### config.mk
export PLATFORM = sky130hd
export DESIGN_NAME = srh_ctrl
export DESIGN_NICKNAME = d
export VERILOG_FILES = /design/src/srh_pkg.sv /design/src/srh_ctrl.sv
export VERILOG_INCLUDE_DIRS = /design/src /design/src/src
export SDC_FILE = /design/constraint.sdc
export NUM_CORES = 1
export LEC_CHECK = 0
export ABC_AREA = 1
export BUFFER_PORTS_ARGS = -buffer_cell sky130_fd_sc_hd__clkbuf_2
export CAP_MARGIN = 20
export CORE_MARGIN = 2
export CORE_UTILIZATION = 45
export DETAILED_ROUTE_END_ITERATION = 12
export PLACE_DENSITY = 0.8
export SLEW_MARGIN = 20
export SYNTH_ARGS = -nofsm -noshare
export SYNTH_HDL_FRONTEND = slang
export SYNTH_SLANG_ARGS = --single-unit
### constraint.sdc
create_clock -name i_sys_clk -period 1.96 [get_ports i_sys_clk]
set_clock_uncertainty 0.15 [all_clocks]
set_input_delay 0.294 -clock i_sys_clk [delete_from_list [all_inputs] [get_ports i_sys_clk]]
set_output_delay 0.294 -clock i_sys_clk [all_outputs]
set_load 0.02 [all_outputs]
### src/srh_params.svh
`ifndef SRH_PARAMS_SVH
`define SRH_PARAMS_SVH
// Pin widths and memory depth
`define SRH_ADDR_W 14
`define SRH_DEPTH 16384
// Timing figures in ns (fastest grade) and the clock period in ns
`define SRH_CLK_PERIOD_NS 10
`define SRH_T_ACCESS_NS 20
`define SRH_T_FLOAT_NS 8
`define SRH_T_DSETUP_NS 10
`define SRH_T_WPULSE_NS 16
// Least times round up to whole cycles; a zero time gives zero cycles
`define SRH_CEIL(t) (((t) + `SRH_CLK_PERIOD_NS - 1) / `SRH_CLK_PERIOD_NS)
`define SRH_ACCESS_CYC `SRH_CEIL(`SRH_T_ACCESS_NS)
`define SRH_FLOAT_CYC `SRH_CEIL(`SRH_T_FLOAT_NS)
`define SRH_WPULSE_CYC `SRH_CEIL(`SRH_T_WPULSE_NS)
`endif

### src/srh_pkg.sv
package srh_pkg;
    typedef enum logic [2:0] {
        SRH_IDLE = 3'b000,
        SRH_RSET = 3'b001,
        SRH_RWAIT = 3'b010,
        SRH_WSET = 3'b011,
        SRH_WPULSE = 3'b100,
        SRH_WEND = 3'b101
    } srh_state_t;

    // Request from the user side
    typedef struct packed {
        logic write;
        logic [13:0] addr;
        logic wdata;
    } srh_req_t;

    // Pins driven toward the memory
    typedef struct packed {
        logic sel_n;
        logic wstb_n;
        logic [13:0] word_select_lines;
        logic din;
    } srh_pins_t;
endpackage

### src/srh_ctrl.sv
// Summary of operation
// RL1 - Memory is static; controller issues no refresh or clocked strobes.
// RL2 - Read: strobe high, select low, address picks one of 16,384 bits.
// RL3 - Read data valid one access time after address or select change.
// RL4 - Data pin may be indeterminate early; sample only after access time.
// RL5 - Output floats when deselected or writing; drives only in read.
// RL6 - Write when strobe and select both low; starts at later edge.
// RL7 - Select or strobe high whenever the address lines change.
// RL8 - Address held stable for the whole write cycle.
// RL9 - Falling strobe floats the output within the float delay.
// RL10 - Access equals cycle time; new address each access time.
// RL11 - Chip-select variant gives fast select access; no power saving.
// RL12 - Enable high puts the chip-enable variant into standby.
// RL13 - 14-bit address, separate one-bit data in and data out.
`timescale 1ns/100ps
`default_nettype none
`include "srh_params.svh"
module srh_ctrl #(
    parameter int ACCESS_CYC = `SRH_ACCESS_CYC,
    parameter int WPULSE_CYC = `SRH_WPULSE_CYC
) (
    input wire logic i_sys_clk,
    input wire logic i_rst,
    input wire logic i_ce,
    input wire logic i_req_valid,
    input wire srh_pkg::srh_req_t i_req,
    output logic o_req_ready,
    output logic o_rdata_valid,
    output logic o_rdata,
    output logic o_wdone,
    output srh_pkg::srh_pins_t o_pins,
    input wire logic i_dout
);
    import srh_pkg::*;

    // Last count of each timed phase. The read phase runs two cycles past
    // the access time: the bit that leaves the synchroniser must have been
    // taken strictly after the access time, since the pins themselves leave
    // flip-flops a little after the clock edge.
    localparam int RD_LAST = ACCESS_CYC + 2;
    localparam int WR_LAST = WPULSE_CYC - 1;
    // Read phase ends with the answer pulse and select rising together
    // Counter just wide enough for the longer phase, with one spare bit
    localparam int CMAX = (RD_LAST > WR_LAST) ? RD_LAST : WR_LAST;
    localparam int CW = $clog2(CMAX + 1) + 1;

    // Sequencer state
    srh_state_t state_r, state_nxt;
    // Pin flip-flops toward the memory
    srh_pins_t pins_r, pins_nxt;
    // Cycle counter of the timed phases
    logic [CW-1:0] cnt_r, cnt_nxt;
    // Answer pulses and the held read bit
    logic rv_r, rv_nxt;
    logic rd_r, rd_nxt;
    logic wd_r, wd_nxt;
    // Synchroniser stages of the data pin
    logic dout_s1_r, dout_s1_nxt;
    logic dout_s2_r, dout_s2_nxt;

    // True on the last counted cycle of a timed phase
    function automatic logic phase_done(input logic [CW-1:0] cnt,
        input int last);
        // Cast keeps the compare at the counter's width
        phase_done = (cnt == CW'(last));
    endfunction

    // Next values of the synchroniser; the data pin is asynchronous to
    // the clock, so nothing but the second stage is read further on
    always_comb
    begin
        dout_s1_nxt = i_dout;
        dout_s2_nxt = dout_s1_r;
    end

    // Synchroniser stages; frozen with the rest while the enable is low
    always_ff @(posedge i_sys_clk or posedge i_rst)
    begin
        if (i_rst)
        begin
            // Reset level is arbitrary; no read takes it before refill
            dout_s1_r <= 1'h0;
            dout_s2_r <= 1'h0;
        end
        else if (i_ce)
        begin
            dout_s1_r <= dout_s1_nxt;
            dout_s2_r <= dout_s2_nxt;
        end
    end

    // Ready only while idle; a request seen while busy is not stored
    assign o_req_ready = (state_r == SRH_IDLE);
    // Pins and answers leave straight from flip-flops
    assign o_pins = pins_r;
    assign o_rdata_valid = rv_r;
    assign o_rdata = rd_r;
    assign o_wdone = wd_r;

    // Next-state logic of the access sequencer. Pins keep their value
    // unless a state moves them, so address and data stand through every
    // phase; the answer pulses fall back to low after one cycle.
    always_comb
    begin
        state_nxt = state_r;
        pins_nxt = pins_r;
        cnt_nxt = cnt_r;
        rv_nxt = 1'h0;
        rd_nxt = rd_r;
        wd_nxt = 1'h0;
        // One branch per phase of an access
        case (state_r)
            SRH_IDLE:
            begin
                // Select and strobe both high here, so address may move;
                // select high between accesses also lets an enable-type
                // memory drop into standby
                pins_nxt.sel_n = 1'h1; // see RL12
                pins_nxt.wstb_n = 1'h1;
                if (i_req_valid)
                begin
                    // Address and data go out a cycle before any control
                    pins_nxt.word_select_lines = i_req.addr; // see RL7
                    pins_nxt.din = i_req.wdata; // see RL13
                    cnt_nxt = '0;
                    state_nxt = i_req.write ? SRH_WSET : SRH_RSET;
                end
            end
            SRH_RSET:
            begin
                // Address already stable, so select may fall now; the
                // access is then counted from the select edge
                pins_nxt.sel_n = 1'h0; // see RL2 RL11
                state_nxt = SRH_RWAIT;
            end
            SRH_RWAIT:
            begin
                // The data pin may show anything until the access time has
                // passed; wait it out plus the synchroniser delay
                if (phase_done(cnt_r, RD_LAST))
                begin
                    rv_nxt = 1'h1; // see RL4
                    rd_nxt = dout_s2_r; // see RL3
                    // Select rises; the next address may follow at once
                    pins_nxt.sel_n = 1'h1; // see RL10
                    state_nxt = SRH_IDLE;
                end
                else
                begin
                    // Count the cycles of the access
                    cnt_nxt = cnt_r + CW'(1);
                end
            end
            SRH_WSET:
            begin
                // Strobe and select fall together; write starts here and
                // the output never gets to drive during the write
                pins_nxt.sel_n = 1'h0; // see RL6
                pins_nxt.wstb_n = 1'h0; // see RL9
                cnt_nxt = '0;
                state_nxt = SRH_WPULSE;
            end
            SRH_WPULSE:
            begin
                // Address and data held through the pulse
                if (phase_done(cnt_r, WR_LAST))
                begin
                    // Strobe rises first and ends the write
                    pins_nxt.wstb_n = 1'h1; // see RL8
                    state_nxt = SRH_WEND;
                end
                else
                begin
                    // Count the cycles of the pulse
                    cnt_nxt = cnt_r + CW'(1);
                end
            end
            SRH_WEND:
            begin
                // Select rises with the address still held, closing the
                // cycle; the output floats again once deselected
                pins_nxt.sel_n = 1'h1; // see RL5
                wd_nxt = 1'h1;
                state_nxt = SRH_IDLE;
            end
            default:
            begin
                // Unused codes park the pins in the deselected state
                state_nxt = SRH_IDLE;
                pins_nxt.sel_n = 1'h1;
                pins_nxt.wstb_n = 1'h1;
            end
        endcase
    end

    // Registers of the sequencer; pins are flops, no clock goes out and
    // the memory never needs a refresh cycle from this side.
    // Enable low freezes every flop, so the pins stand exactly as they
    // were and the memory sees no edge while frozen.
    always_ff @(posedge i_sys_clk or posedge i_rst)
    begin
        if (i_rst)
        begin
            state_r <= SRH_IDLE;
            pins_r <= '{sel_n: 1'h1, wstb_n: 1'h1,
                word_select_lines: 14'h0000, din: 1'h0}; // see RL1
            cnt_r <= '0;
            rv_r <= 1'h0;
            rd_r <= 1'h0;
            wd_r <= 1'h0;
        end
        else if (i_ce)
        begin
            // Enable high: every register takes its next value
            state_r <= state_nxt;
            pins_r <= pins_nxt;
            cnt_r <= cnt_nxt;
            rv_r <= rv_nxt;
            rd_r <= rd_nxt;
            wd_r <= wd_nxt;
        end
    end
endmodule // srh_ctrl
`default_nettype wire

# == Word level (Yosys, flattened, before mapping) ==
# Cells that the tools add are included.
# classes
eq_ne,12
add_sub_neg,1
muxes,16
reduce_logical,10
bitwise_logic,2
# op_table
op,count
one-hot mux 4 bit (4 select lines),1
one-hot mux 3 bit (5 select lines),1
2-to-1 mux 4 bit,3
AND reduction 3 bit,4
"!= test 2 bit, second input constant",5
2-to-1 mux 3 bit,3
"equality test 3 x 2 -> 1 bit, second input constant",2
"equality test 3 bit, second input constant",2
one-hot mux 1 bit (3 select lines),2
2-to-1 mux 1 bit,5
AND reduction 5 bit,1
"adder 4 x 1 -> 4 bit, second input constant",1
"equality test 4 x 1 -> 1 bit, second input constant",1
"equality test 4 x 3 -> 1 bit, second input constant",1
AND reduction 4 bit,1
nonzero test 4 bit,1
"equality test 3 x 1 -> 1 bit, second input constant",1
logical NOT 3 bit,1
OR reduction 3 bit,1
2-to-1 mux 2 bit,1
inverter 1 bit,2
OR reduction 2 bit,1
# word_totals
ff_bits,29
out_inout_bits,21

# == Longest topological paths before layout ==
# Gate-level depths: netlist (run 1).
# depth
depth_word,4
depth_mapped,8
depth_no_buf,8

# == Worst setup path after synthesis (run 1) ==
# Ideal clock, no wire load.
# synth_path
path_type,register to register
from,register state_r[1]
to,register pins_r (netlist bit o_pins[0])
t_required_ns,1.692
t_arrival_ns,1.159
n_path_buf,1
stages_incl_launch_ff,8
path_slack_ns,0.533
synth_period_minus_slack_ns,1.427
path_cell_list,dfrtp_1 > nor2_4 > nand2_2 > inv_2 > nand3_4 > buf_6 > nand2_1 > o21ai_2
# synth_between
elab_chain_cells,2
# synth_lines
item,line_no,text
from (decl),srh_ctrl.sv:48,"srh_state_t state_r, state_nxt;"
from (signal assigned),srh_ctrl.sv:215,state_r <= state_nxt;
logical NOT 3 bit,--,
named net o_req_ready,srh_ctrl.sv:27,"output logic o_req_ready,"
AND reduction 3 bit (no source line),--,
to (signal assigned),srh_ctrl.sv:205,"pins_r <= '{sel_n: 1'h1, wstb_n: 1'h1,"
to (signal assigned),srh_ctrl.sv:216,pins_r <= pins_nxt;
to (decl),srh_ctrl.sv:50,"srh_pins_t pins_r, pins_nxt;"
# The timed path passes the listed nets, and every way through them passes these cells.
# A chain may end at the register's enable or synchronous reset.

# == Final worst setup path (run 1) ==
# layout_path
from,register state_r[1]
to,output o_req_ready
# layout_between
elab_chain_cells,1
# layout_lines
item,line_no,text
logical NOT 3 bit,srh_ctrl.sv:93,assign o_req_ready = (state_r == SRH_IDLE);
to (decl),srh_ctrl.sv:27,
# No other way between the ends.

==> results.py, run 1 <==
metrics = {
    "synth": {
        "ys_seq_area_share_pct": 48.0,
        "synth-seq-cells": 29,
        "synth.top_cell.area_share_pct": 44.6,
        "synth_largest_area_cell": "dfrtp_1",
        "postSynthAreaPerCell_um2": 8.62,
        "syn_nets": 200,
        "yosys.cell_types.count": 24,
        "synthCells": 176,
        "yosys_warnings": 0,
        "ys_top_cells_by_area": "dfrtp_1 45%, nand2_1 12%, o21ai_2 8.7%",
        "syn_area_um2": 1520,
    },
    "sta": {
        "relSlewSlack_pct": 72.7,
        "fmax_mhz": 559,
        "tns_ps": 0,
        "rsz0062_at_grt": "false",
        "hold_violations": 0,
        "fin_crit_ps": 1790,
        "fin_crit_sh_pct": 91.3,
        "tightestPinTransition_ps": 409,
        "slew_violations": 0,
        "finalSetupViolCount": 0,
    },
    "worst_setup_path": {
        "path_delay_family": "flip-flops",
        "crit_fanout": 7,
        "crit_path_cell_trace": "nor2_4 -> nand2_2 -> inv_2 -> clkbuf_2",
        "cp.buffers_inverters": 2,
        "worstPathRequired_ps": 1520,
        "critPathMaxStageDelay_ps": 490,
        "cp-end-kind": "output pin",
        "cp-start-kind": "flip-flop",
        "worstSetupPathType": "reg2out",
        "cp.arrival_ps": 1350,
        "slowest_stage": "dfrtp_1",
    },
    "flow_run": {
        "maxCapViolCount": 0,
    },
    "global_routing": {
        "grt_max_degree": 31,
        "track_usage_pct": 16.3,
        "antenna_found_initial": 0,
        "top_usage_layer": "met2",
        "grt_overflow": 0,
        "grt_pass1_vias": 1012,
        "grt_use_met3_pct": 3.73,
        "grt_use_met1_pct": 21.4,
        "grt_pass1_wl_um": 4450,
        "grtUsageMet2_pct": 23.8,
    },
    "placed_design": {
        "dp_hpwl_um": 2060,
        "place.gp.congestion": 0.815,
        "place_inst": 260,
        "port_buffers": 41,
    },
    "cells_and_area": {
        "nNetsFinal": 246,
        "antenna_cells": 0,
        "fillers": 312,
        "syn2layout_area_growth_pct": 21.5,
        "drive_gt1_share_pct": 37.2,
        "final_cell_mix": "50 x nand2_1, 41 x clkbuf_2, 27 x dfrtp_1",
        "final_common_cell": "nand2_1",
        "final_util_pct": 56.1,
        "final-instance-count-excl-fill": 269,
    },
    "drt": {
        "route.detailed.drc": 0,
        "wl_per_cell_um": 10.3,
        "vias": 1217,
        "first_iter_violations": 58,
        "first_pass_iters": 4,
        "vias_per_cell": 4.52,
        "routed_wl_um": 2770,
        "ant_nets": 0,
    },
    "floorplanning": {
        "pin_count": 42,
        "die_w_um": 62.1,
        "start_util_pct": 46.2,
        "placeableCoreArea_um2": 3280,
        "die_h_um": 62.1,
        "die_area_um2": 3850,
        "rows": 21,
    },
    "clocking": {
        "clk_pin_slew_ps": 90,
        "clock_sinks": 29,
        "clock_latency_ps": 330,
        "cts_tree": "yes",
        "clockBufferDepth": 2,
        "cts_root_buf": "clkbuf_4",
        "htree_levels": 2,
        "cts_resized": 0,
        "numCtsBuffers": 5,
    },
    "pwr": {
        "p_per_area_nw_per_um2": 1500,
        "p_total_mw": 2.77,
        "vdd_ir_drop_max_uv": 623,
        "leakage_nw": 1.01,
    },
    "run_status": {
        "outcome": "finished clean",
    },
    "hold_path": {
        "holdCritPathClass": "in2reg",
    },
}
==> metrics by stage <==
step                setup slack (ps)  hold slack, ps  cell area (µm²)
floorplan                        533             221             1520
detailed placement               307             213             1750
CTS                              146            15.0             1840
global route                    73.5            18.0             1840
global placement                 356             211             1750
finish                           171            25.0             1840
==> power breakdown <==
group	internal, mW	total (mW)	switching (mW)
logic	0.428	1.23	0.799
registers	0.833	1.03	0.194
clock network	0.304	0.511	0.207
total	1.57	2.77	1.20
==> synth_stat cells <==
master     n
mux2_2     1
o22ai_1    1
buf_2      1
nand3_1   10
dfrtp_1   27
nand4_1    3
inv_1     26
dfstp_2    2
nor2_4     3
ha_1       3
a21oi_1    2
inv_2      5
nand2_2    5
a21boi_0   1
o21ai_0    2
nand2_1   50
nor2_1     7
nand3_2    2
o21ai_1    4
xnor2_1    1
nor3_1     1
nand3_4    1
buf_6      3
o21ai_2   15
==> flip-flops by register name, indices dropped and copies added (netlist names) <==
name / count
cnt_r: 4
dout_s2_r: 1
o_pins: 17
o_wdone: 1
dout_s1_r: 1
o_rdata: 1
state_r: 3
o_rdata_valid: 1
==> worst register-to-register path, stage by stage, from the launching register on <==
cell and delay (ps):
dfrtp_1 490, nor2_4 190, nand2_2 70, inv_2 80, nand3_4 310, nand2_1 200, o21ai_2 70
==> area by class of cell <==
class	count	area (µm²)	area share, %
flip-flops and latches	29	728	39.5
inverters	31	116	6.31
repair buffers	43	223	12.1
clock buffers	7	55.1	2.99
clock inverters	1	30.0	1.63
multi-input cells	112	633	34.4
well taps	46	57.6	3.12
==> logic make-up after synthesis <==
group           Yosys count  share of synthesized area (%)
buf+inv                  35                           10.2
xor+xnor                  1                          0.578
mux                       1                          0.743
compound gates           25                           12.2
simple gates             82                           25.7
flops                    29                           48.0
fa+ha+maj                 3                           2.48
==> final timing paths <==
kind                       startpoint           to  slack, ps  cells past startpoint
max                        state_r[1]  o_req_ready        170                      4
min                         i_req[12]   o_pins[12]         20                      3
max reg2reg                state_r[1]    o_pins[0]        290                      6
min reg2reg                o_pins[15]   o_pins[15]        330                      2
max in group asynchronous       i_rst   o_pins[15]        950                      4
min in group asynchronous       i_rst     cnt_r[1]        390                      4
==> per-layer routing <==
metal | routed length, µm | vias up
li1 | - | 640
met1 | 1250 | 549
met2 | 1360 | 24
met3 | 122 | 4
met4 | 38 | 0
met5 | 0 | -
==> what timing repair did <==
item                                   in CTS  in global routing
setup buffers                               0                  0
hold buffers                                1                  0
endpoints found under the hold margin      27                  0
No activity file was read; power rests on OpenSTA's default activity.
==> inputs of run 2 (changes only) <==
--- a/config.mk
+++ b/config.mk
@@ -13,6 +13,7 @@
 export CORE_UTILIZATION = 45
 export DETAILED_ROUTE_END_ITERATION = 12
 export PLACE_DENSITY = 0.8
+export REMOVE_ABC_BUFFERS = 1
 export SLEW_MARGIN = 20
 export SYNTH_ARGS = -nofsm -noshare
 export SYNTH_HDL_FRONTEND = slang
==> results.py, run 2 (same netlist as run 1, synthesis figures left out) <==
metrics = {
    "run_status": {
        "outcome": "finished clean",
    },
    "sta": {
        "fmax_mhz": 568,
        "slew_violations": 0,
        "fin_crit_ps": 1760,
        "tightestPinTransition_ps": 405,
        "hold_violations": 0,
        "tns_ps": 0,
        "finalSetupViolCount": 0,
        "relSlewSlack_pct": 73.0,
        "rsz0062_at_grt": "false",
        "fin_crit_sh_pct": 89.8,
    },
    "pwr": {
        "leakage_nw": 0.998,
        "vdd_ir_drop_max_uv": 732,
        "p_per_area_nw_per_um2": 1440,
        "p_total_mw": 2.62,
    },
    "drt": {
        "vias_per_cell": 4.62,
        "ant_nets": 0,
        "wl_met1_um": 1280,
        "first_iter_violations": 36,
        "route.met2.wl_um": 1280,
        "vias": 1244,
        "route.detailed.drc": 0,
        "wl_per_cell_um": 10.0,
        "first_pass_iters": 4,
        "wl_met3_um": 89,
        "dr.max_layer_used": "met4",
        "routed_wl_um": 2690,
    },
    "flow_run": {
        "maxCapViolCount": 0,
    },
    "cells_and_area": {
        "drive_gt1_share_pct": 36.8,
        "final_cell_mix": "50 x nand2_1, 41 x clkbuf_2, 27 x dfrtp_1",
        "final_common_cell": "nand2_1",
        "nNetsFinal": 246,
        "syn2layout_area_growth_pct": 19.8,
        "largest_reg_flops": 17,
        "antenna_cells": 0,
    },
    "floorplanning": {
        "placeableCoreArea_um2": 3280,
        "die_area_um2": 3850,
        "die_h_um": 62.1,
        "die_w_um": 62.1,
        "start_util_pct": 46.2,
        "rows": 21,
        "pin_count": 42,
    },
    "clocking": {
        "clock_sinks": 29,
        "clockBufferDepth": 2,
        "cts-hold-fix-buffers": 1,
        "clock_latency_ps": 310,
        "clk_pin_slew_ps": 90,
        "htree_levels": 2,
        "cts_root_buf": "clkbuf_4",
        "post_cts_buffers": 0,
        "numCtsBuffers": 5,
        "cts_resized": 0,
        "cts_tree": "yes",
    },
    "worst_setup_path": {
        "r2r-end": "o_pins[8]",
        "worstPathRequired_ps": 1520,
        "cp.arrival_ps": 1320,
        "r2r_cells": 6,
        "cp-end-kind": "output pin",
        "ff2ff_setup_slack_ps": 310,
        "r2r_start": "state_r[1]",
        "crit_fanout": 7,
        "worstSetupPathType": "reg2out",
        "cp-start-kind": "flip-flop",
    },
    "hold_path": {
        "hold_path_depth": 3,
        "timing.hold.worst.start": "i_req[2]",
        "min_to": "o_pins[2]",
        "holdCritPathClass": "in2reg",
    },
    "global_routing": {
        "grt_max_degree": 31,
        "grt_overflow": 0,
        "track_usage_pct": 14.4,
        "antenna_found_initial": 0,
        "grt_pass1_wl_um": 4110,
        "grt_pass1_vias": 972,
    },
    "placed_design": {
        "port_buffers": 41,
        "dp_hpwl_um": 2060,
        "place.gp.congestion": 0.814,
    },
}
[run 2: layout make-up]
class / instances / area [µm²]
sequential: 29 / 728
inverter: 31 / 116
tap: 46 / 57.6
timing repair buffer: 43 / 223
clock buffer: 8 / 58.8
multi-input combinational: 112 / 633
fill: 304 / 1470
[run 2: worst max path at each step]
stage,from,end,slack [ps]
finish,state_r[1],o_req_ready,200
global route,state_r[1],o_req_ready,110
CTS,state_r[1],o_req_ready,190
detailed placement,state_r[1],o_pins[12],310
global placement,state_r[1],o_pins[12],360
floorplan,state_r[1],o_pins[0],380
[run 2: routing by layer]
layer,up-vias,global-route usage (%)
li1,642,-
met1,574,20.0
met2,24,21.6
met3,4,4.35
met5,-,0
met4,0,4.56
[run 2: report_power, final]
group	switching (mW)	internal, mW	leakage, nW	total, mW
combinational	0.797	0.427	0.598	1.22
sequential	0.193	0.833	0.367	1.03
clock	0.195	0.177	0.0326	0.372
[run 2: metrics by stage]
stage | setup slack [ps] | hold WS [ps] | instances | util [%] | area [µm²]
2_1_floorplan | 383 | 221 | 172 | - | 1480
3_3_place_gp | 364 | 212 | 260 | 53.2 | 1750
3_5_place_dp | 314 | 223 | 260 | 53.2 | 1750
4_1_cts | 188 | 33.6 | 269 | 55.3 | 1820
5_1_grt | 112 | 32.5 | 269 | 55.3 | 1820
6_report | 199 | 41.0 | 269 | 55.3 | 1820
[run 2: worst max-delay path, cell delays in order (launching register included)]
cell and delay [ps]:
dfrtp_1 490, nor2_4 190, nand2_2 80, inv_2 80, clkbuf_2 180
